File: config.mk
export PLATFORM = sky130hd
export DESIGN_NAME = power_stage_ctrl
export DESIGN_NICKNAME = d
export VERILOG_FILES = /design/src/hw/fault_flag_mem.v /design/src/hw/power_stage_ctrl.v
export VERILOG_INCLUDE_DIRS = /design/src /design/src/hw
export SDC_FILE = /design/constraint.sdc
export NUM_CORES = 1
export LEC_CHECK = 0
export ABC_AREA = 1
export BUFFER_PORTS_ARGS = -buffer_cell sky130_fd_sc_hd__buf_2
export CORE_ASPECT_RATIO = 1.25
export CORE_MARGIN = 1
export CORE_UTILIZATION = 55
export CTS_CLUSTER_DIAMETER = 100
export CTS_CLUSTER_SIZE = 20
export DETAILED_ROUTE_END_ITERATION = 6
export GPL_TIMING_DRIVEN = 0
export PLACE_DENSITY = 0.71
export SYNTH_ARGS = -nofsm -noshare
export SYNTH_HDL_FRONTEND = slang
export SYNTH_SLANG_ARGS = --single-unit
File: constraint.sdc
create_clock -name clk_sys -period 1.65 [get_ports clk_sys]
set_input_delay 0.495 -clock clk_sys [delete_from_list [all_inputs] [get_ports clk_sys]]
set_output_delay 0.495 -clock clk_sys [all_outputs]
set_load 0.02 [all_outputs]
File: src/hw/power_stage_regs.vh
// constants for the power stage protection and reset control block
// assumes a 10 MHz system clock
`ifndef POWER_STAGE_REGS_VH
`define POWER_STAGE_REGS_VH

// register byte offsets on the avalon-mm slave
`define REG_CTRL 4'h0
`define REG_STATUS 4'h4
`define REG_IRQ_STAT 4'h8
`define REG_IRQ_MASK 4'hc

// control register fields
`define CTRL_MODE_LSB 0
`define CTRL_LATCH_OC 2
`define CTRL_RESET_VAL 3'h0

// output configuration modes
`define MODE_BTL 2'h0
`define MODE_PARALLEL_BRIDGE_MODE 2'h1
`define MODE_SE 2'h2

// interrupt status bits
`define IRQ_THERMAL 0
`define IRQ_OVERLOAD 1
`define IRQ_STUCK 2
`define IRQ_NEAR_SATURATION_FLAG 3
`define IRQ_WARN 4
`define IRQ_WIDTH 5

// timing
`define CLK_HZ 10000000
`define OVERLOAD_US 2600
`define OVERLOAD_CYCLES ((`OVERLOAD_US * (`CLK_HZ / 1000000)))
`define STUCK_CYCLES 2000
`define STARTUP_CYCLES 1000

`endif

File: src/hw/fault_flag_mem.v
// per-channel sticky fault flags, read back through a register
// assumes one clock domain and a synchronous clear
`timescale 1ns/1ps
module fault_flag_mem #(
   parameter N = 4
) (
   // clock and reset
   input wire clk_sys,
   input wire rst_n,
   // set and clear
   input wire [N-1:0] set_bits,
   input wire clr_all,
   // read data
   output reg [N-1:0] rd_data
);
   reg [N-1:0] flag_r;

   always @(posedge clk_sys or negedge rst_n) begin
      if (!rst_n) begin
         flag_r <= {N{1'b0}};
         rd_data <= {N{1'b0}};
      end else begin
         flag_r <= (clr_all ? {N{1'b0}} : flag_r) | set_bits;
         rd_data <= (clr_all ? {N{1'b0}} : flag_r) | set_bits;
      end
   end
endmodule // fault_flag_mem

File: src/hw/power_stage_ctrl.v
// protection and reset control for a four half-bridge power stage
// assumes pwm, fault sensor and reset inputs are synchronous to clk_sys
// How it works
// - long cycle limiting latches channel overload shutdown
// - latched overcurrent mode shuts channel until reset
// - cycle limiting flips output, unreported, self-clears
// - missing pwm sets channels hi-z, self-clears
// - reset low forces all outputs hi-z
// - reset low pulls down except single-ended
// - reset low forces shutdown report high
// - reset rise runs startup then switching
// - near_saturation_flag flag when output pulses are skipped
// - outputs invert input polarity
// - thermal shutdown latched until reset
// - shutdown and thermal warning reported low
`timescale 1ns/1ps
`include "power_stage_regs.vh"
module power_stage_ctrl #(
   parameter CH = 4,
   parameter OVERLOAD_CYCLES = `OVERLOAD_CYCLES,
   parameter STUCK_CYCLES = `STUCK_CYCLES,
   parameter STARTUP_CYCLES = `STARTUP_CYCLES
) (
   // clock and reset
   input wire clk_sys,
   input wire rst_n,
   // device pins from the controller
   input wire reset_pin_n,
   input wire [CH-1:0] pwm_in,
   // analog sensor levels
   input wire over_temp_shutdown,
   input wire temp_warn,
   input wire [CH-1:0] over_current,
   input wire [CH-1:0] loop_saturated,
   // half-bridge drive
   output reg [CH-1:0] gate_high,
   output reg [CH-1:0] gate_low,
   output reg [CH-1:0] weak_pulldown,
   // status pins, shutdown and thermal warning open drain
   output reg fault_n_o,
   output reg fault_n_oe,
   output reg thermal_warning_n_o,
   output reg thermal_warning_n_oe,
   output reg near_saturation_flag,
   output reg irq,
   // avalon-mm slave
   input wire [3:0] address,
   input wire read,
   input wire write,
   input wire [31:0] writedata,
   output reg [31:0] readdata,
   output reg waitrequest
);
   // ------------------------------------------------------------
   // reset pin synchroniser
   // ------------------------------------------------------------
   reg rst_s1_r, rst_s2_r, rst_s3_r;
   wire rst_rise = rst_s2_r & ~rst_s3_r;
   wire rst_low = ~rst_s2_r;

   always @(posedge clk_sys or negedge rst_n) begin
      if (!rst_n) begin
         rst_s1_r <= 1'b0;
         rst_s2_r <= 1'b0;
         rst_s3_r <= 1'b0;
      end else begin
         rst_s1_r <= reset_pin_n;
         rst_s2_r <= rst_s1_r;
         rst_s3_r <= rst_s2_r;
      end
   end

   // ------------------------------------------------------------
   // registers
   // ------------------------------------------------------------
   reg [2:0] ctrl_r;
   reg [`IRQ_WIDTH-1:0] irq_stat_r, irq_mask_r;
   wire [1:0] mode = ctrl_r[`CTRL_MODE_LSB+1:`CTRL_MODE_LSB];
   wire latch_oc = ctrl_r[`CTRL_LATCH_OC];

   // ------------------------------------------------------------
   // startup sequencer
   // ------------------------------------------------------------
   localparam ST_HOLD = 2'h0;
   localparam ST_START = 2'h1;
   localparam ST_RUN = 2'h2;
   reg [1:0] state_r;
   reg [15:0] start_cnt_r;

   always @(posedge clk_sys or negedge rst_n) begin
      if (!rst_n) begin
         state_r <= ST_HOLD;
         start_cnt_r <= 16'h0000;
      end else if (rst_low) begin
         state_r <= ST_HOLD;
         start_cnt_r <= 16'h0000;
      end else begin
         case (state_r)
            ST_HOLD: begin
               if (rst_rise) begin
                  state_r <= ST_START;
                  start_cnt_r <= 16'h0000;
               end
            end
            ST_START: begin
               if (start_cnt_r == STARTUP_CYCLES - 1)
                  state_r <= ST_RUN;
               else
                  start_cnt_r <= start_cnt_r + 16'h0001;
            end
            ST_RUN: state_r <= ST_RUN;
            default: state_r <= ST_HOLD;
         endcase
      end
   end
   wire running = (state_r == ST_RUN);

   // ------------------------------------------------------------
   // thermal shutdown latch
   // ------------------------------------------------------------
   reg thermal_lat_r;
   always @(posedge clk_sys or negedge rst_n) begin
      if (!rst_n)
         thermal_lat_r <= 1'b0;
      else if (over_temp_shutdown)
         thermal_lat_r <= 1'b1;
      else if (rst_low)
         thermal_lat_r <= 1'b0;
   end

   // ------------------------------------------------------------
   // per-channel overcurrent and stuck pwm
   // ------------------------------------------------------------
   reg [CH-1:0] oc_lat_r, stuck_r, pwm_d_r, flip_r;
   wire [CH-1:0] oc_lat_set;
   wire [CH-1:0] oc_flags;
   genvar g;
   generate
      for (g = 0; g < CH; g = g + 1) begin : chan
         reg [15:0] cbc_cnt_r;
         reg [15:0] idle_cnt_r;
         assign oc_lat_set[g] = running & over_current[g] &
                                (latch_oc | cbc_cnt_r == OVERLOAD_CYCLES - 1);
         always @(posedge clk_sys or negedge rst_n) begin
            if (!rst_n) begin
               cbc_cnt_r <= 16'h0000;
               idle_cnt_r <= 16'h0000;
               oc_lat_r[g] <= 1'b0;
               stuck_r[g] <= 1'b0;
               pwm_d_r[g] <= 1'b0;
               flip_r[g] <= 1'b0;
            end else begin
               pwm_d_r[g] <= pwm_in[g];
               if (oc_lat_set[g])
                  oc_lat_r[g] <= 1'b1;
               else if (rst_low)
                  oc_lat_r[g] <= 1'b0;
               if (running & over_current[g] & ~latch_oc) begin
                  if (cbc_cnt_r != OVERLOAD_CYCLES - 1)
                     cbc_cnt_r <= cbc_cnt_r + 16'h0001;
                  if (pwm_in[g] != pwm_d_r[g])
                     flip_r[g] <= ~flip_r[g];
               end else begin
                  cbc_cnt_r <= 16'h0000;
                  flip_r[g] <= 1'b0;
               end
               if (pwm_in[g] != pwm_d_r[g]) begin
                  idle_cnt_r <= 16'h0000;
                  stuck_r[g] <= 1'b0;
               end else if (idle_cnt_r == STUCK_CYCLES - 1)
                  stuck_r[g] <= 1'b1;
               else
                  idle_cnt_r <= idle_cnt_r + 16'h0001;
            end
         end
      end
   endgenerate

   fault_flag_mem #(.N(CH)) u_oc_flags (
      .clk_sys(clk_sys),
      .rst_n(rst_n),
      .set_bits(oc_lat_set),
      .clr_all(rst_rise),
      .rd_data(oc_flags)
   );

   // ------------------------------------------------------------
   // output drive
   // ------------------------------------------------------------
   wire all_stuck = &stuck_r;
   wire [CH-1:0] ch_off = oc_lat_r | stuck_r | {CH{all_stuck | thermal_lat_r}};
   wire [CH-1:0] drive = ~pwm_in ^ flip_r;
   wire any_shutdown = thermal_lat_r | (|oc_lat_r);

   always @(posedge clk_sys or negedge rst_n) begin
      if (!rst_n) begin
         gate_high <= {CH{1'b0}};
         gate_low <= {CH{1'b0}};
         weak_pulldown <= {CH{1'b0}};
         fault_n_o <= 1'b0;
         fault_n_oe <= 1'b0;
         thermal_warning_n_o <= 1'b0;
         thermal_warning_n_oe <= 1'b0;
         near_saturation_flag <= 1'b0;
      end else begin
         if (rst_low | ~running) begin
            gate_high <= {CH{1'b0}};
            gate_low <= {CH{1'b0}};
         end else begin
            gate_high <= drive & ~ch_off;
            gate_low <= ~drive & ~ch_off;
         end
         weak_pulldown <= {CH{rst_low & (mode != `MODE_SE)}};
         fault_n_o <= 1'b0;
         fault_n_oe <= ~rst_low & any_shutdown;
         thermal_warning_n_o <= 1'b0;
         thermal_warning_n_oe <= temp_warn | thermal_lat_r;
         near_saturation_flag <= running & (|(loop_saturated & ~ch_off));
      end
   end

   // ------------------------------------------------------------
   // interrupts and avalon-mm slave
   // ------------------------------------------------------------
   wire [`IRQ_WIDTH-1:0] events = {temp_warn, near_saturation_flag, |stuck_r, |oc_lat_set, over_temp_shutdown};
   // a write lands at the edge where the master sees waitrequest low
   wire wr_hit = write & ~waitrequest;
   wire [`IRQ_WIDTH-1:0] w1c = (wr_hit && address == `REG_IRQ_STAT) ? writedata[`IRQ_WIDTH-1:0] : {`IRQ_WIDTH{1'b0}};

   always @(posedge clk_sys or negedge rst_n) begin
      if (!rst_n) begin
         ctrl_r <= `CTRL_RESET_VAL;
         irq_stat_r <= {`IRQ_WIDTH{1'b0}};
         irq_mask_r <= {`IRQ_WIDTH{1'b0}};
         readdata <= 32'h00000000;
         waitrequest <= 1'b1;
         irq <= 1'b0;
      end else begin
         irq_stat_r <= (irq_stat_r & ~w1c) | events;
         irq <= |(irq_stat_r & irq_mask_r);
         waitrequest <= ~((read | write) & waitrequest);
         if (wr_hit && address == `REG_CTRL)
            ctrl_r <= writedata[2:0];
         if (wr_hit && address == `REG_IRQ_MASK)
            irq_mask_r <= writedata[`IRQ_WIDTH-1:0];
         if (read & waitrequest) begin
            case (address)
               `REG_CTRL: readdata <= {29'h0, ctrl_r};
               `REG_STATUS: readdata <= {16'h0, 4'h0, stuck_r, oc_flags, thermal_lat_r, state_r, rst_s2_r};
               `REG_IRQ_STAT: readdata <= {27'h0, irq_stat_r};
               `REG_IRQ_MASK: readdata <= {27'h0, irq_mask_r};
               default: readdata <= 32'h00000000;
            endcase
         end
      end
   end
endmodule // power_stage_ctrl

# [After elaboration in Yosys (flattened, before gate mapping)]
# Cells that the tools add are included.
[word_totals] wordCells=216 reg_bits=229 out_inout_bits=51
[op_classes] bitwise_logic=52 reduce_logical=17 add_sub_neg=9 mux=51 n_eq_ne=44
[ops] operator="$mux 16" count=19
[ops] operator="$add 16x1->16 const B" count=9
[ops] operator="$eq 16x11->1 const B" count=4
[ops] operator="$eq 16x15->1 const B" count=4
[ops] operator="$ne 16x15->1 const B" count=4
[ops] operator="$pmux 12 s4" count=1
[ops] operator="$pmux 16 s2" count=1
[ops] operator="$ne 2x1->1 const B" count=12
[ops] operator="$mux 1" count=22
[ops] operator="$and 1x1->1" count=19
[ops] operator="$eq 16x10->1 const B" count=1
[ops] operator="$reduce_or 4->1" count=4
[ops] operator="$and 4x4->4" count=3
[ops] operator="$mux 4" count=3
[ops] operator="$ne 2x2->1 const B" count=6
[ops] operator="$not 4->4" count=3
[ops] operator="$or 4x4->4" count=3
[ops] operator="$and 5x5->5" count=2
[ops] operator="$not 1->1" count=10
[ops] operator="$or 1x1->1" count=9
[ops] operator="$eq 4x4->1 const B" count=2
[ops] operator="$reduce_bool 2->1" count=4
[ops] operator="$mux 2" count=3
[ops] operator="$ne 3x3->1 const B" count=2
[ops] operator="18 further kinds" count=23

# [Longest topological paths before layout]
# Gate-level depths: netlist (run 1).
[depth] ltp_word=7 depth_mapped=12 depth_no_buf=12

# [Hierarchy]
# Synthesis (run 1) repeated with hierarchy kept, for this count alone.
[unflattened] cells_unflattened=1433 area_unflattened_um2=10949.3
[by_module_without_submodules] module="power_stage_ctrl" seq_area_each_um2=5131.2 instances=1 area_per_inst_um2=10800.4 cells_each=1416
[by_module_without_submodules] module="fault_flag_mem" seq_area_each_um2=100.1 instances=1 area_per_inst_um2=148.9 cells_each=17

# [Worst setup path after synthesis (run 1)]
# Ideal clock, no wire load.
[synth_path] path_kind="input-to-reg" startpoint="in address[1]" endpoint="reg irq_stat_r[1]" t_required_ns=1.531 path_stages=7 setup_slack_ns=0.126 setup_time_ns=0.119 arrival_time_ns=1.406 path_buffers=0 path_cell_list="or2_1 > nor2_2 > nand2_1 > o21ai_0 > nand2_1 > nor2_1 > nand2_1"
[synth_between] elab_chain_len=6
[synth_rtl] element="start: declaration" line="power_stage_ctrl.v:47" rtl="input wire [3:0] address,"
[synth_rtl] element="$eq 4x4->1 (no line)"
[synth_rtl] element="$logic_and 1x1->1 (no line)"
[synth_rtl] element="$mux 5" line="power_stage_ctrl.v:228" rtl="wire [`IRQ_WIDTH-1:0] w1c = (wr_hit && address == `REG_IRQ_STAT) ? writedata[`IRQ_WIDTH-1:0] : {`IRQ_WIDTH{1'b ..."
[synth_rtl] element="$not 5->5" line="power_stage_ctrl.v:239" rtl="irq_stat_r <= (irq_stat_r & ~w1c) | events;"
[synth_rtl] element="$and 5x5->5" line="power_stage_ctrl.v:239"
[synth_rtl] element="$or 5x5->5" line="power_stage_ctrl.v:239"
[synth_rtl] element="end signal: assignment" line="power_stage_ctrl.v:233" rtl="irq_stat_r <= {`IRQ_WIDTH{1'b0}};"
[synth_rtl] element="end signal: assignment" line="power_stage_ctrl.v:239"
[synth_rtl] element="end: declaration" line="power_stage_ctrl.v:77" rtl="reg [`IRQ_WIDTH-1:0] irq_stat_r, irq_mask_r;"
# No other way between the ends.
# A chain may end at the register's enable or synchronous reset.

# [Worst setup path after layout (run 1)]
[layout_path] startpoint="reg, netlist name weak_pulldown[0]" endpoint="out weak_pulldown[3]"
[layout_lines] element="end: declaration" line="power_stage_ctrl.v:38" rtl="output reg [CH-1:0] weak_pulldown,"
# No word-level cell between the ends.

==> flow_summary.json, run 1 <==
{
  "r2r_slack_ps": 80,
  "yosysWarningCount": 0,
  "die_h_um": 158.0,
  "final-max-slew-violation-count": 0,
  "drt.antenna.violating_nets": 0,
  "ys.flop_type": "dfrtp_1",
  "antenna_found_initial": 0,
  "antennaDiodeCount": 0,
  "hold_violations": 0,
  "leakage_uw": 0.005960,
  "synth.top_cells.by_area": "dfrtp_1 49%, nand2_1 11%, inv_1 6.6%, nor2_1 5.8%, nand3_1 4.4%",
  "worstMarginPinSlew_ps": 699.1,
  "synth_edf_count": 0,
  "drt_iter0_drc": 542,
  "grtUsageTotal_pct": 23.96,
  "rsz0062_at_grt": "true",
  "critPathBufInv": 2,
  "drive_above_1_share_pct": 13.58,
  "wl_per_cell_um": 13.73,
  "synthCells": 1375,
  "ys_seq_area_share_pct": 48.83,
  "maxCapViolCount": 0,
  "via_per_inst": 5.261,
  "area_growth_pct": 14.37,
  "cts_buffers": 14,
  "worst_path_most_repeated_cell": "buf_6",
  "max_freq_ghz": 0.6038,
  "core_mm2": 0.01892,
  "clock-skew-final_ps": 19.86,
  "vias": 9086,
  "ff2ff_path_depth": 4,
  "clkLatencyLatePin_ps": 480,
  "path_delay_family": "flip-flops",
  "worstPathMaxFanout": 4,
  "hp-class": "primary input to async pin",
  "hold_ws_ps": 37.15,
  "first_global_vias": 8594,
  "place.gp.congestion": 0.9211,
  "reg2reg_to": "start_cnt_r[11]$_DFFE_PN0P_",
  "finalWirelength_um": 23700,
  "synth_top_area_share_pct": 48.59,
  "grt_overflow_total": 0,
  "cp-startpoint": "weak_pulldown[0]$_DFF_PN0_",
  "grt_first_pass_wirelength_um": 39320,
  "cts_max_path_buffers": 3,
  "finalSetupViolCount": 3,
  "final_nets": 1559,
  "r2r_start": "rst_s2_r$_DFF_PN0_",
  "required_ps": 1150,
  "grt_max_degree": 119,
  "cts_tree": "yes",
  "powerDensity_mw_per_mm2": 908.1,
  "yosys_register_bits": 209,
  "io_buffer_count": 56,
  "fin_util_pct": 64.76,
  "rows": 56,
  "syn_area_mm2": 0.01071,
  "status": "complete, but fails checks",
  "numClockSinks": 209,
  "final.fill_count": 1673,
  "fp.dieW_um": 126.8,
  "critPathKind": "flip-flop to primary output",
  "ys_async_sr_fraction_pct": 100.0,
  "period_share_pct": 100.4,
  "start_util_pct": 56.63,
  "yosys.area.top_type": "dfrtp_1",
  "drc": 0,
  "clk_pin_slew_ps": 90,
  "drtPass1Iterations": 5,
  "slew_headroom_pct": 53.40,
  "htree_levels": 1,
  "synth.avg_cell_area_um2": 7.791,
  "period_needed_ps": 1656,
  "yosys.cell_types.count": 45,
  "violations": "negative setup slack",
  "cp.arrival_ps": 1160,
  "critPathSlowestCell": "dfrtp_1",
  "crit_chain": "buf_6 > buf_6",
  "critPathLaunchType": "flip-flop",
  "hpwl_um": 16970,
  "cts-root-buf": "clkbuf_16",
  "critical-path-max-stage-delay_ps": 440,
  "die-area_mm2": 0.02004,
  "fin_ws_ps": -6.126,
  "end_kind": "primary output",
  "peakVddDrop_mv": 0.9352,
  "ios": 106
}
## per-stage QoR
| stage | instances | power, uW | TNS (ps) | instance area, um2 | setup slack [ps] |
|---|---|---|---|---|---|
| after floorplan | 1396 | 6749 | 0 | 10790 | 125.7 |
| after global placement | 1684 | 7296 | -736920 | 11360 | -3503 |
| after detailed placement | 1685 | 7345 | -13490 | 11400 | -323.6 |
| after CTS | 1709 | 10990 | 0 | 11940 | 0.4882 |
| after global routing | 1727 | 11640 | -221.0 | 12250 | -43.67 |
| final | 1727 | 11130 | -13.26 | 12250 | -6.126 |
## how the worst max path moves through the flow
stage / endpoint / slack, ps / depth (start not counted)
2_1_floorplan: irq_stat_r[1]$_DFF_PN0_ / 130 / 7
3_3_place_gp: chan[0].idle_cnt_r[14]$_DFFE_PN0P_ / -3500 / 1
3_5_place_dp: chan[3].cbc_cnt_r[9]$_DFFE_PN0P_ / -320 / 7
4_1_cts: weak_pulldown[1] / 0.5 / 2
5_1_grt: chan[0].idle_cnt_r[12]$_DFFE_PN0P_ / -40 / 9
6_report: weak_pulldown[3] / -6 / 2
## per-layer routing
| metal | global-route usage (%) | routed length (um) | up-vias |
|---|---|---|---|
| met3 | 3.650 | 964 | 42 |
| met4 | 7.710 | 677 | 0 |
| li1 | - | - | 4640 |
| met5 | 0 | 0 | - |
| met1 | 30.01 | 10510 | 4250 |
| met2 | 42.52 | 11560 | 154 |
## where the power goes
| part | internal (uW) | switching [uW] | total [uW] | leakage (uW) |
|---|---|---|---|---|
| sequential | 5380 | 240 | 5620 | 0.00284 |
| combinational | 749 | 1220 | 1970 | 0.00292 |
| clock | 1820 | 1720 | 3540 | 0.000207 |
| total | 7950 | 3180 | 11100 | 0.00596 |
## what timing repair did
| item | in CTS | in global routing |
|---|---|---|
| hold buffers | 0 | 0 |
| setup endpoints to repair | 87 | 89 |
| setup buffers | 4 | 19 |
| gates resized for setup | 26 | 56 |
| hold endpoints to repair | 0 | 0 |
| pin swaps | 0 | 9 |
## sequential cells by signal, summed over array words and instances (netlist names), 3 cells and up
register,flops
gate_high,4
chan.cbc_cnt_r,64
irq_mask_r,5
readdata,12
u_oc_flags.rd_data,4
gate_low,4
irq_stat_r,5
chan.idle_cnt_r,64
ctrl_r,3
flip_r,4
pwm_d_r,4
oc_lat_r,4
start_cnt_r,16
stuck_r,4
## cell type report
type,count,area [um2],area share [%]
Clock inverter,2,38.79,0.3166
Multi-Input combinational cell,953,4747,38.75
Timing Repair Buffer,80,515.5,4.207
Tap cell,232,290.3,2.369
Clock buffer,18,386.6,3.156
Inverter,189,709.4,5.790
Sequential cell,209,5235,42.73
Buffer,44,329.1,2.686
## synthesized netlist by cell type (2+ instances only)
master and number:
xnor2_1 5, dfrtp_1 208, inv_2 2, buf_6 2, o31ai_1 2, nand3b_1 4, clkbuf_1 7, o2111ai_1 3
o21ai_2 4, nand4_1 50, buf_2 9, nand3_1 94, a31oi_1 7, inv_1 187, nor2_1 165, nor3_2 3
xor2_1 23, ha_1 13, nand2_1 319, o21ai_0 94, buf_4 25, nand2_2 2, or2_2 6, nor3_1 37
a211oi_1 5, a21oi_1 67, nor2_2 5, o21ai_1 4, nor4_1 4, o21bai_1 4
## kinds of logic (layout without fill, tap and decap cells)
family | Yosys count | after routing | synth area share [%]
xor gates and xnor gates | 29 | 29 | 2.441
DFF | 209 | 209 | 48.83
buffers and inverters | 234 | 333 | 9.332
and+or+nand+nor | 693 | 693 | 27.89
muxes | 1 | 1 | 0.09344
AOI/OAI and AO/OA | 195 | 195 | 9.858
other | 1 | 22 | 0.03500
adders and majority gates | 13 | 13 | 1.518
## layout by cell type, fill, tap and decap left out, types with 5 or more instances in the layout
master,n
a211oi_1,5
a21oi_1,66
a31oi_1,7
buf_2,57
buf_4,48
buf_6,9
clkbuf_1,6
clkbuf_16,15
conb_1,22
dfrtp_1,205
ha_1,9
inv_1,183
inv_2,6
nand2_1,312
nand2_2,7
nand3_1,92
nand4_1,50
nor2_1,149
nor2_2,14
nor2_4,8
nor3_1,36
o21ai_0,93
o21ai_2,5
or2_2,6
xor2_1,23
Note: power is estimated with default switching activity, not from simulation.
==> inputs of run 2 (changes only) <==
--- a/config.mk
+++ b/config.mk
@@ -6,15 +6,16 @@
 export SDC_FILE = /design/constraint.sdc
 export NUM_CORES = 1
 export LEC_CHECK = 0
-export ABC_AREA = 1
+export ABC_AREA = 0
 export BUFFER_PORTS_ARGS = -buffer_cell sky130_fd_sc_hd__buf_2
 export CORE_ASPECT_RATIO = 1.25
-export CORE_MARGIN = 1
+export CORE_MARGIN = 2
 export CORE_UTILIZATION = 55
 export CTS_CLUSTER_DIAMETER = 100
 export CTS_CLUSTER_SIZE = 20
 export DETAILED_ROUTE_END_ITERATION = 6
 export GPL_TIMING_DRIVEN = 0
+export HOLD_SLACK_MARGIN = 0.15
 export PLACE_DENSITY = 0.71
 export SYNTH_ARGS = -nofsm -noshare
 export SYNTH_HDL_FRONTEND = slang
==> flow_summary.json, run 2 <==
{
  "hp-class": "primary input to async pin",
  "hold_ws_ps": -48.24,
  "die_h_um": 153.9,
  "worstPathMaxFanout": 3,
  "worst_path_most_repeated_cell": "or4_4",
  "io_buffer_count": 54,
  "yosys_register_bits": 209,
  "finalWirelength_um": 20860,
  "synth.top_cells.by_area": "dfrtp_1 53%, xor2_1 5.6%, nor2_1 5.5%, xnor2_1 3.3%, nand2_1 3.1%",
  "period_needed_ps": 2019,
  "grt_max_degree": 74,
  "vias": 7503,
  "critPathBufInv": 0,
  "synthCells": 978,
  "first_global_vias": 7236,
  "crit_chain": "or4_4 > or4_4 > a21o_1 > mux2i_1 > nor2b_1",
  "max_freq_ghz": 0.4954,
  "critPathLaunchType": "flip-flop",
  "yosysWarningCount": 0,
  "hold_violations": 59,
  "syn_area_mm2": 0.009892,
  "yosys.area.top_type": "dfrtp_1",
  "ys_async_sr_fraction_pct": 100.0,
  "final_nets": 1197,
  "via_per_inst": 5.521,
  "synth_edf_count": 0,
  "p_total_uw": 10760,
  "antenna_found_initial": 2,
  "ys_seq_area_share_pct": 52.88,
  "period_share_pct": 122.3,
  "grt_overflow_total": 0,
  "die-area_mm2": 0.01908,
  "cp.arrival_ps": 2390,
  "critPathKind": "flip-flop to flip-flop",
  "fp.dieW_um": 124.0,
  "area_growth_pct": 21.81,
  "cts_tree": "yes",
  "final-max-slew-violation-count": 0,
  "cts_buffers": 14,
  "clk_pin_slew_ps": 80,
  "required_ps": 2020,
  "clkLatencyLatePin_ps": 480,
  "synth_top_area_share_pct": 52.62,
  "ys_top_cells_by_count": "208 x dfrtp_1, 146 x nor2_1, 83 x nand2_1",
  "worstMarginPinSlew_ps": 534.5,
  "grt_first_pass_wirelength_um": 34680,
  "final.fill_count": 1377,
  "drc": 0,
  "place.gp.congestion": 0.7964,
  "final_common_cell": "dfrtp_1",
  "fin_ws_ps": -368.6,
  "cts_max_path_buffers": 3,
  "path_delay_family": "simple AND/OR/NAND/NOR gates",
  "mostFrequentLayoutCells": "201 x dfrtp_1, 142 x nor2_1, 78 x nand2_1",
  "synth.avg_cell_area_um2": 10.11,
  "violations": "negative hold slack, negative setup slack",
  "rows": 54,
  "htree_levels": 1,
  "yosys.cell_types.count": 51,
  "drtPass1Iterations": 5,
  "numClockSinks": 209,
  "drt_iter0_drc": 461,
  "cts-root-buf": "clkbuf_16",
  "maxCapViolCount": 0,
  "slew_headroom_pct": 64.37,
  "reg_top3": "chan.cbc_cnt_r: 64 flops, chan.idle_cnt_r: 64 flops, start_cnt_r: 16 flops",
  "status": "complete, but fails checks",
  "grtUsageTotal_pct": 22.30,
  "drt.antenna.violating_nets": 0,
  "fin_util_pct": 68.59,
  "ys.flop_type": "dfrtp_1",
  "hpwl_um": 13680,
  "core_mm2": 0.01757,
  "critPathSlowestCell": "or4_4",
  "finalSetupViolCount": 42,
  "hold_buffers": 1,
  "clock-skew-final_ps": 19.23,
  "peakVddDrop_mv": 0.5668,
  "rsz0062_at_grt": "true",
  "start_util_pct": 56.31,
  "end_kind": "flip-flop",
  "critical-path-max-stage-delay_ps": 570,
  "drive_above_1_share_pct": 24.80,
  "wl_per_cell_um": 15.35,
  "ios": 106,
  "powerDensity_mw_per_mm2": 892.7,
  "synth.most_common_cell": "dfrtp_1",
  "leakage_uw": 0.005409
}
run 2: metal layers:
| metal | up-vias | routed length [um] | global-route usage [%] |
|---|---|---|---|
| met5 | - | 0 | 0 |
| li1 | 3663 | - | - |
| met4 | 0 | 357 | 4.976 |
| met3 | 26 | 837 | 2.634 |
| met1 | 3690 | 9361 | 31.27 |
| met2 | 124 | 10300 | 37.34 |
run 2: path summary, 6_finish.rpt:
kind	from	endpoint	slack, ps	cells past startpoint
min in group clk_sys	pwm_in[2]	pwm_d_r[2]$_DFF_PN0_	180	1
max	start_cnt_r[15]$_DFFE_PN0P_	state_r[0]$_DFFE_PN0P_	-370	5
max reg2reg	start_cnt_r[15]$_DFFE_PN0P_	state_r[0]$_DFFE_PN0P_	-370	5
min	rst_n	start_cnt_r[8]$_DFFE_PN0P_	-50	1
max in group asynchronous	rst_n	chan[1].cbc_cnt_r[10]$_DFFE_PN0P_	620	3
min reg2reg	rst_s1_r$_DFF_PN0_	rst_s2_r$_DFF_PN0_	350	0
run 2: layout make-up:
type                            instances  area, um2  area share [%]
Timing Repair Buffer                  117      854.6           7.092
Buffer                                 43      309.0           2.565
Inverter                               15      56.30          0.4673
Clock buffer                           19      390.4           3.240
Tap cell                              224      280.3           2.326
Sequential cell                       209       5240           43.49
Antenna cell                            2      5.005         0.04154
Multi-Input combinational cell        729       4897           40.64
Clock inverter                          1      16.27          0.1350
run 2: where the power goes:
| group | switching [uW] | total (uW) | internal (uW) |
|---|---|---|---|
| sequential | 240 | 5620 | 5380 |
| combinational | 954 | 1700 | 749 |
| clock | 1750 | 3430 | 1680 |
run 2: repair_timing:
action                                  4_1_cts  5_1_grt
resized for setup                            67       89
pin swaps                                    32       33
cloned                                        0        0
hold endpoints to repair                     68       67
setup buffers                                34       26
endpoints found under the setup margin      140      142
run 2: logic make-up after synthesis:
family | count (synthesis) | synth area share, %
DFF | 209 | 52.88
and+or+nand+nor | 442 | 22.51
other | 1 | 0.03791
AOI/OAI and AO/OA | 128 | 7.855
adders and majority gates | 13 | 1.644
buffers and inverters | 61 | 3.276
xor gates and xnor gates | 100 | 8.854
muxes | 24 | 2.934
run 2: metrics by stage:
step	setup TNS, ps	setup slack (ps)	instance area [um2]	std cells
4_1_cts	-7059	-406.9	11550	1332
5_1_grt	-9110	-421.7	12050	1358
6_report	-5349	-368.6	12050	1359
2_1_floorplan	-2644	-359.9	10030	999
3_5_place_dp	-47760	-498.9	10650	1279
3_3_place_gp	-758350	-3440	10580	1277
==> inputs of run 3 (changes only) <==
--- a/config.mk
+++ b/config.mk
@@ -7,16 +7,16 @@
 export NUM_CORES = 1
 export LEC_CHECK = 0
 export ABC_AREA = 0
-export BUFFER_PORTS_ARGS = -buffer_cell sky130_fd_sc_hd__buf_2
 export CORE_ASPECT_RATIO = 1.25
 export CORE_MARGIN = 2
 export CORE_UTILIZATION = 55
 export CTS_CLUSTER_DIAMETER = 100
 export CTS_CLUSTER_SIZE = 20
 export DETAILED_ROUTE_END_ITERATION = 6
+export DONT_BUFFER_PORTS = 1
 export GPL_TIMING_DRIVEN = 0
 export HOLD_SLACK_MARGIN = 0.15
-export PLACE_DENSITY = 0.71
+export PLACE_DENSITY = 0.66
 export SYNTH_ARGS = -nofsm -noshare
 export SYNTH_HDL_FRONTEND = slang
 export SYNTH_SLANG_ARGS = --single-unit
==> flow_summary.json, run 3 (synthesis results as in run 2) <==
{
  "fp.dieW_um": 124.0,
  "p_comb_share_pct": 12.9,
  "die_h_um": 153.9,
  "cts_tree": "yes",
  "finalSetupViolCount": 48,
  "critPathLaunchType": "flip-flop",
  "rows": 54,
  "end_kind": "flip-flop",
  "period_share_pct": 124.2,
  "peakVddDrop_mv": 0.6562,
  "drc": 0,
  "switching_share_pct": 26.47,
  "seq_power_share_pct": 54.5,
  "grt_first_pass_wirelength_um": 34220,
  "clkLatencyLatePin_ps": 470,
  "mostFrequentLayoutCells": "201 x dfrtp_1, 140 x nor2_1, 80 x buf_4",
  "fin_util_pct": 67.06,
  "hp-class": "primary input to async pin",
  "maxCapViolCount": 0,
  "start_util_pct": 56.31,
  "antenna_found_initial": 0,
  "drive_above_1_share_pct": 21.09,
  "violations": "negative hold slack, negative setup slack",
  "drt_iter0_drc": 525,
  "drtPass1Iterations": 4,
  "htree_levels": 1,
  "hpwl_um": 13390,
  "hold_violations": 208,
  "clk_pin_slew_ps": 80,
  "required_ps": 2020,
  "final_cell_area_mm2": 0.01178,
  "area_growth_pct": 19.09,
  "ios": 106,
  "first_global_vias": 7108,
  "antennaDiodeCount": 0,
  "drt.antenna.violating_nets": 0,
  "status": "complete, but fails checks",
  "clkPwrFrac_pct": 32.5,
  "worst_path_most_repeated_cell": "or4_4",
  "p_total_uw": 10460,
  "place_ws_ps": -502.7,
  "ff2ff_path_depth": 5,
  "cp.arrival_ps": 2420,
  "worstPathMaxFanout": 5,
  "critPathKind": "flip-flop to flip-flop",
  "leakage_uw": 0.005147,
  "io_buffer_count": 0,
  "worstMarginPinSlew_ps": 526.5,
  "fin_ws_ps": -399.4,
  "fin_tns_setup_ps": -7759,
  "die-area_mm2": 0.01908,
  "critical-path-max-stage-delay_ps": 590,
  "place.gp.congestion": 0.8152,
  "p_int_uw": 7691,
  "clock-skew-final_ps": 19.56,
  "numClockSinks": 209,
  "wl_per_cell_um": 15.93,
  "cts-root-buf": "clkbuf_16",
  "final_common_cell": "dfrtp_1",
  "max_freq_ghz": 0.4879,
  "via_per_inst": 5.604,
  "cts_buffers": 14,
  "vias": 7341,
  "grt_max_degree": 210,
  "grt_overflow_total": 0,
  "hold_ws_ps": -289.8,
  "switching_power_uw": 2769,
  "period_needed_ps": 2049,
  "core_mm2": 0.01757,
  "reg_top3": "chan.cbc_cnt_r: 64 flops, chan.idle_cnt_r: 64 flops, start_cnt_r: 16 flops",
  "final_nets": 1149,
  "crit_chain": "or4_4 > or4_4 > a21o_1 > mux2i_1 > nor2b_1",
  "rsz0062_at_grt": "true",
  "place_area_mm2": 0.01031,
  "slew_headroom_pct": 64.90,
  "finalWirelength_um": 20870,
  "powerDensity_mw_per_mm2": 888.0,
  "critPathSlowestCell": "or4_4",
  "grtUsageTotal_pct": 22.10,
  "final-max-slew-violation-count": 0,
  "cts_max_path_buffers": 3
}
-- run 3: cell types whose count changed in the layout (fill, tap and decap cells not counted), moves of 5 or more --
cell	change
buf_6	-9
o21ai_1	-5
buf_2	-49
dlygate4sd3_1	+9
-- run 3: final timing paths --
kind	from	to	slack [ps]
max reg2reg	start_cnt_r[14]$_DFFE_PN0P_	state_r[0]$_DFFE_PN0P_	-400
max	start_cnt_r[14]$_DFFE_PN0P_	state_r[0]$_DFFE_PN0P_	-400
max in group asynchronous	rst_n	chan[2].cbc_cnt_r[0]$_DFFE_PN0P_	1470
min	rst_n	start_cnt_r[12]$_DFFE_PN0P_	-290
min in group clk_sys	writedata[3]	irq_mask_r[3]$_DFFE_PN0P_	160
min reg2reg	rst_s1_r$_DFF_PN0_	rst_s2_r$_DFF_PN0_	360
-- run 3: worst max-delay path, delay by kind of cell (launching register included) --
family	cells	cell delay, ps
mux	1	160
flops	1	430
simple gates	3	1150
compound gates	1	220
-- run 3: through the flow --
stage,cells,hold slack [ps]
detailed placement,1223,205.5
finish,1310,-289.8
floorplan,999,199.4
global placement,1223,205.0
global route,1310,-311.8
CTS,1285,-304.0
-- run 3: what timing repair did --
| action | in CTS | in global routing |
|---|---|---|
| setup endpoints to repair | 135 | 142 |
| pin swaps | 31 | 36 |
| setup buffers | 34 | 26 |
| hold buffers | 9 | 1 |
| hold endpoints to repair | 218 | 210 |
| gates resized for setup | 58 | 80 |
-- run 3: layer usage --
layer  GRT usage, %  up-vias  routed length (um)
met5              0        -                   0
met4          6.314        0                 519
met2          36.26      135               10040
met1          30.01     3603                9190
li1               -     3574                   -
met3          4.154       29                1116
-- run 3: area by class of cell --
| cell class | count | area [um2] |
|---|---|---|
| Buffer | 42 | 304.0 |
| Clock buffer | 20 | 394.1 |
| Clock inverter | 1 | 16.27 |
| Fill cell | 1395 | 5787 |
| Inverter | 15 | 56.30 |
| Multi-Input combinational cell | 729 | 4920 |
| Sequential cell | 209 | 5240 |
| Tap cell | 224 | 280.3 |
| Timing Repair Buffer | 70 | 569.3 |
-- run 3: power by group through the flow --
stage,Sequential [uW],Clock [uW],Combinational (uW)
global placement,5780,0,1100
global route,5740,3700,1510
detailed placement,5790,0,1110
floorplan,5710,0,893
finish,5700,3400,1350
CTS,5690,3510,1220
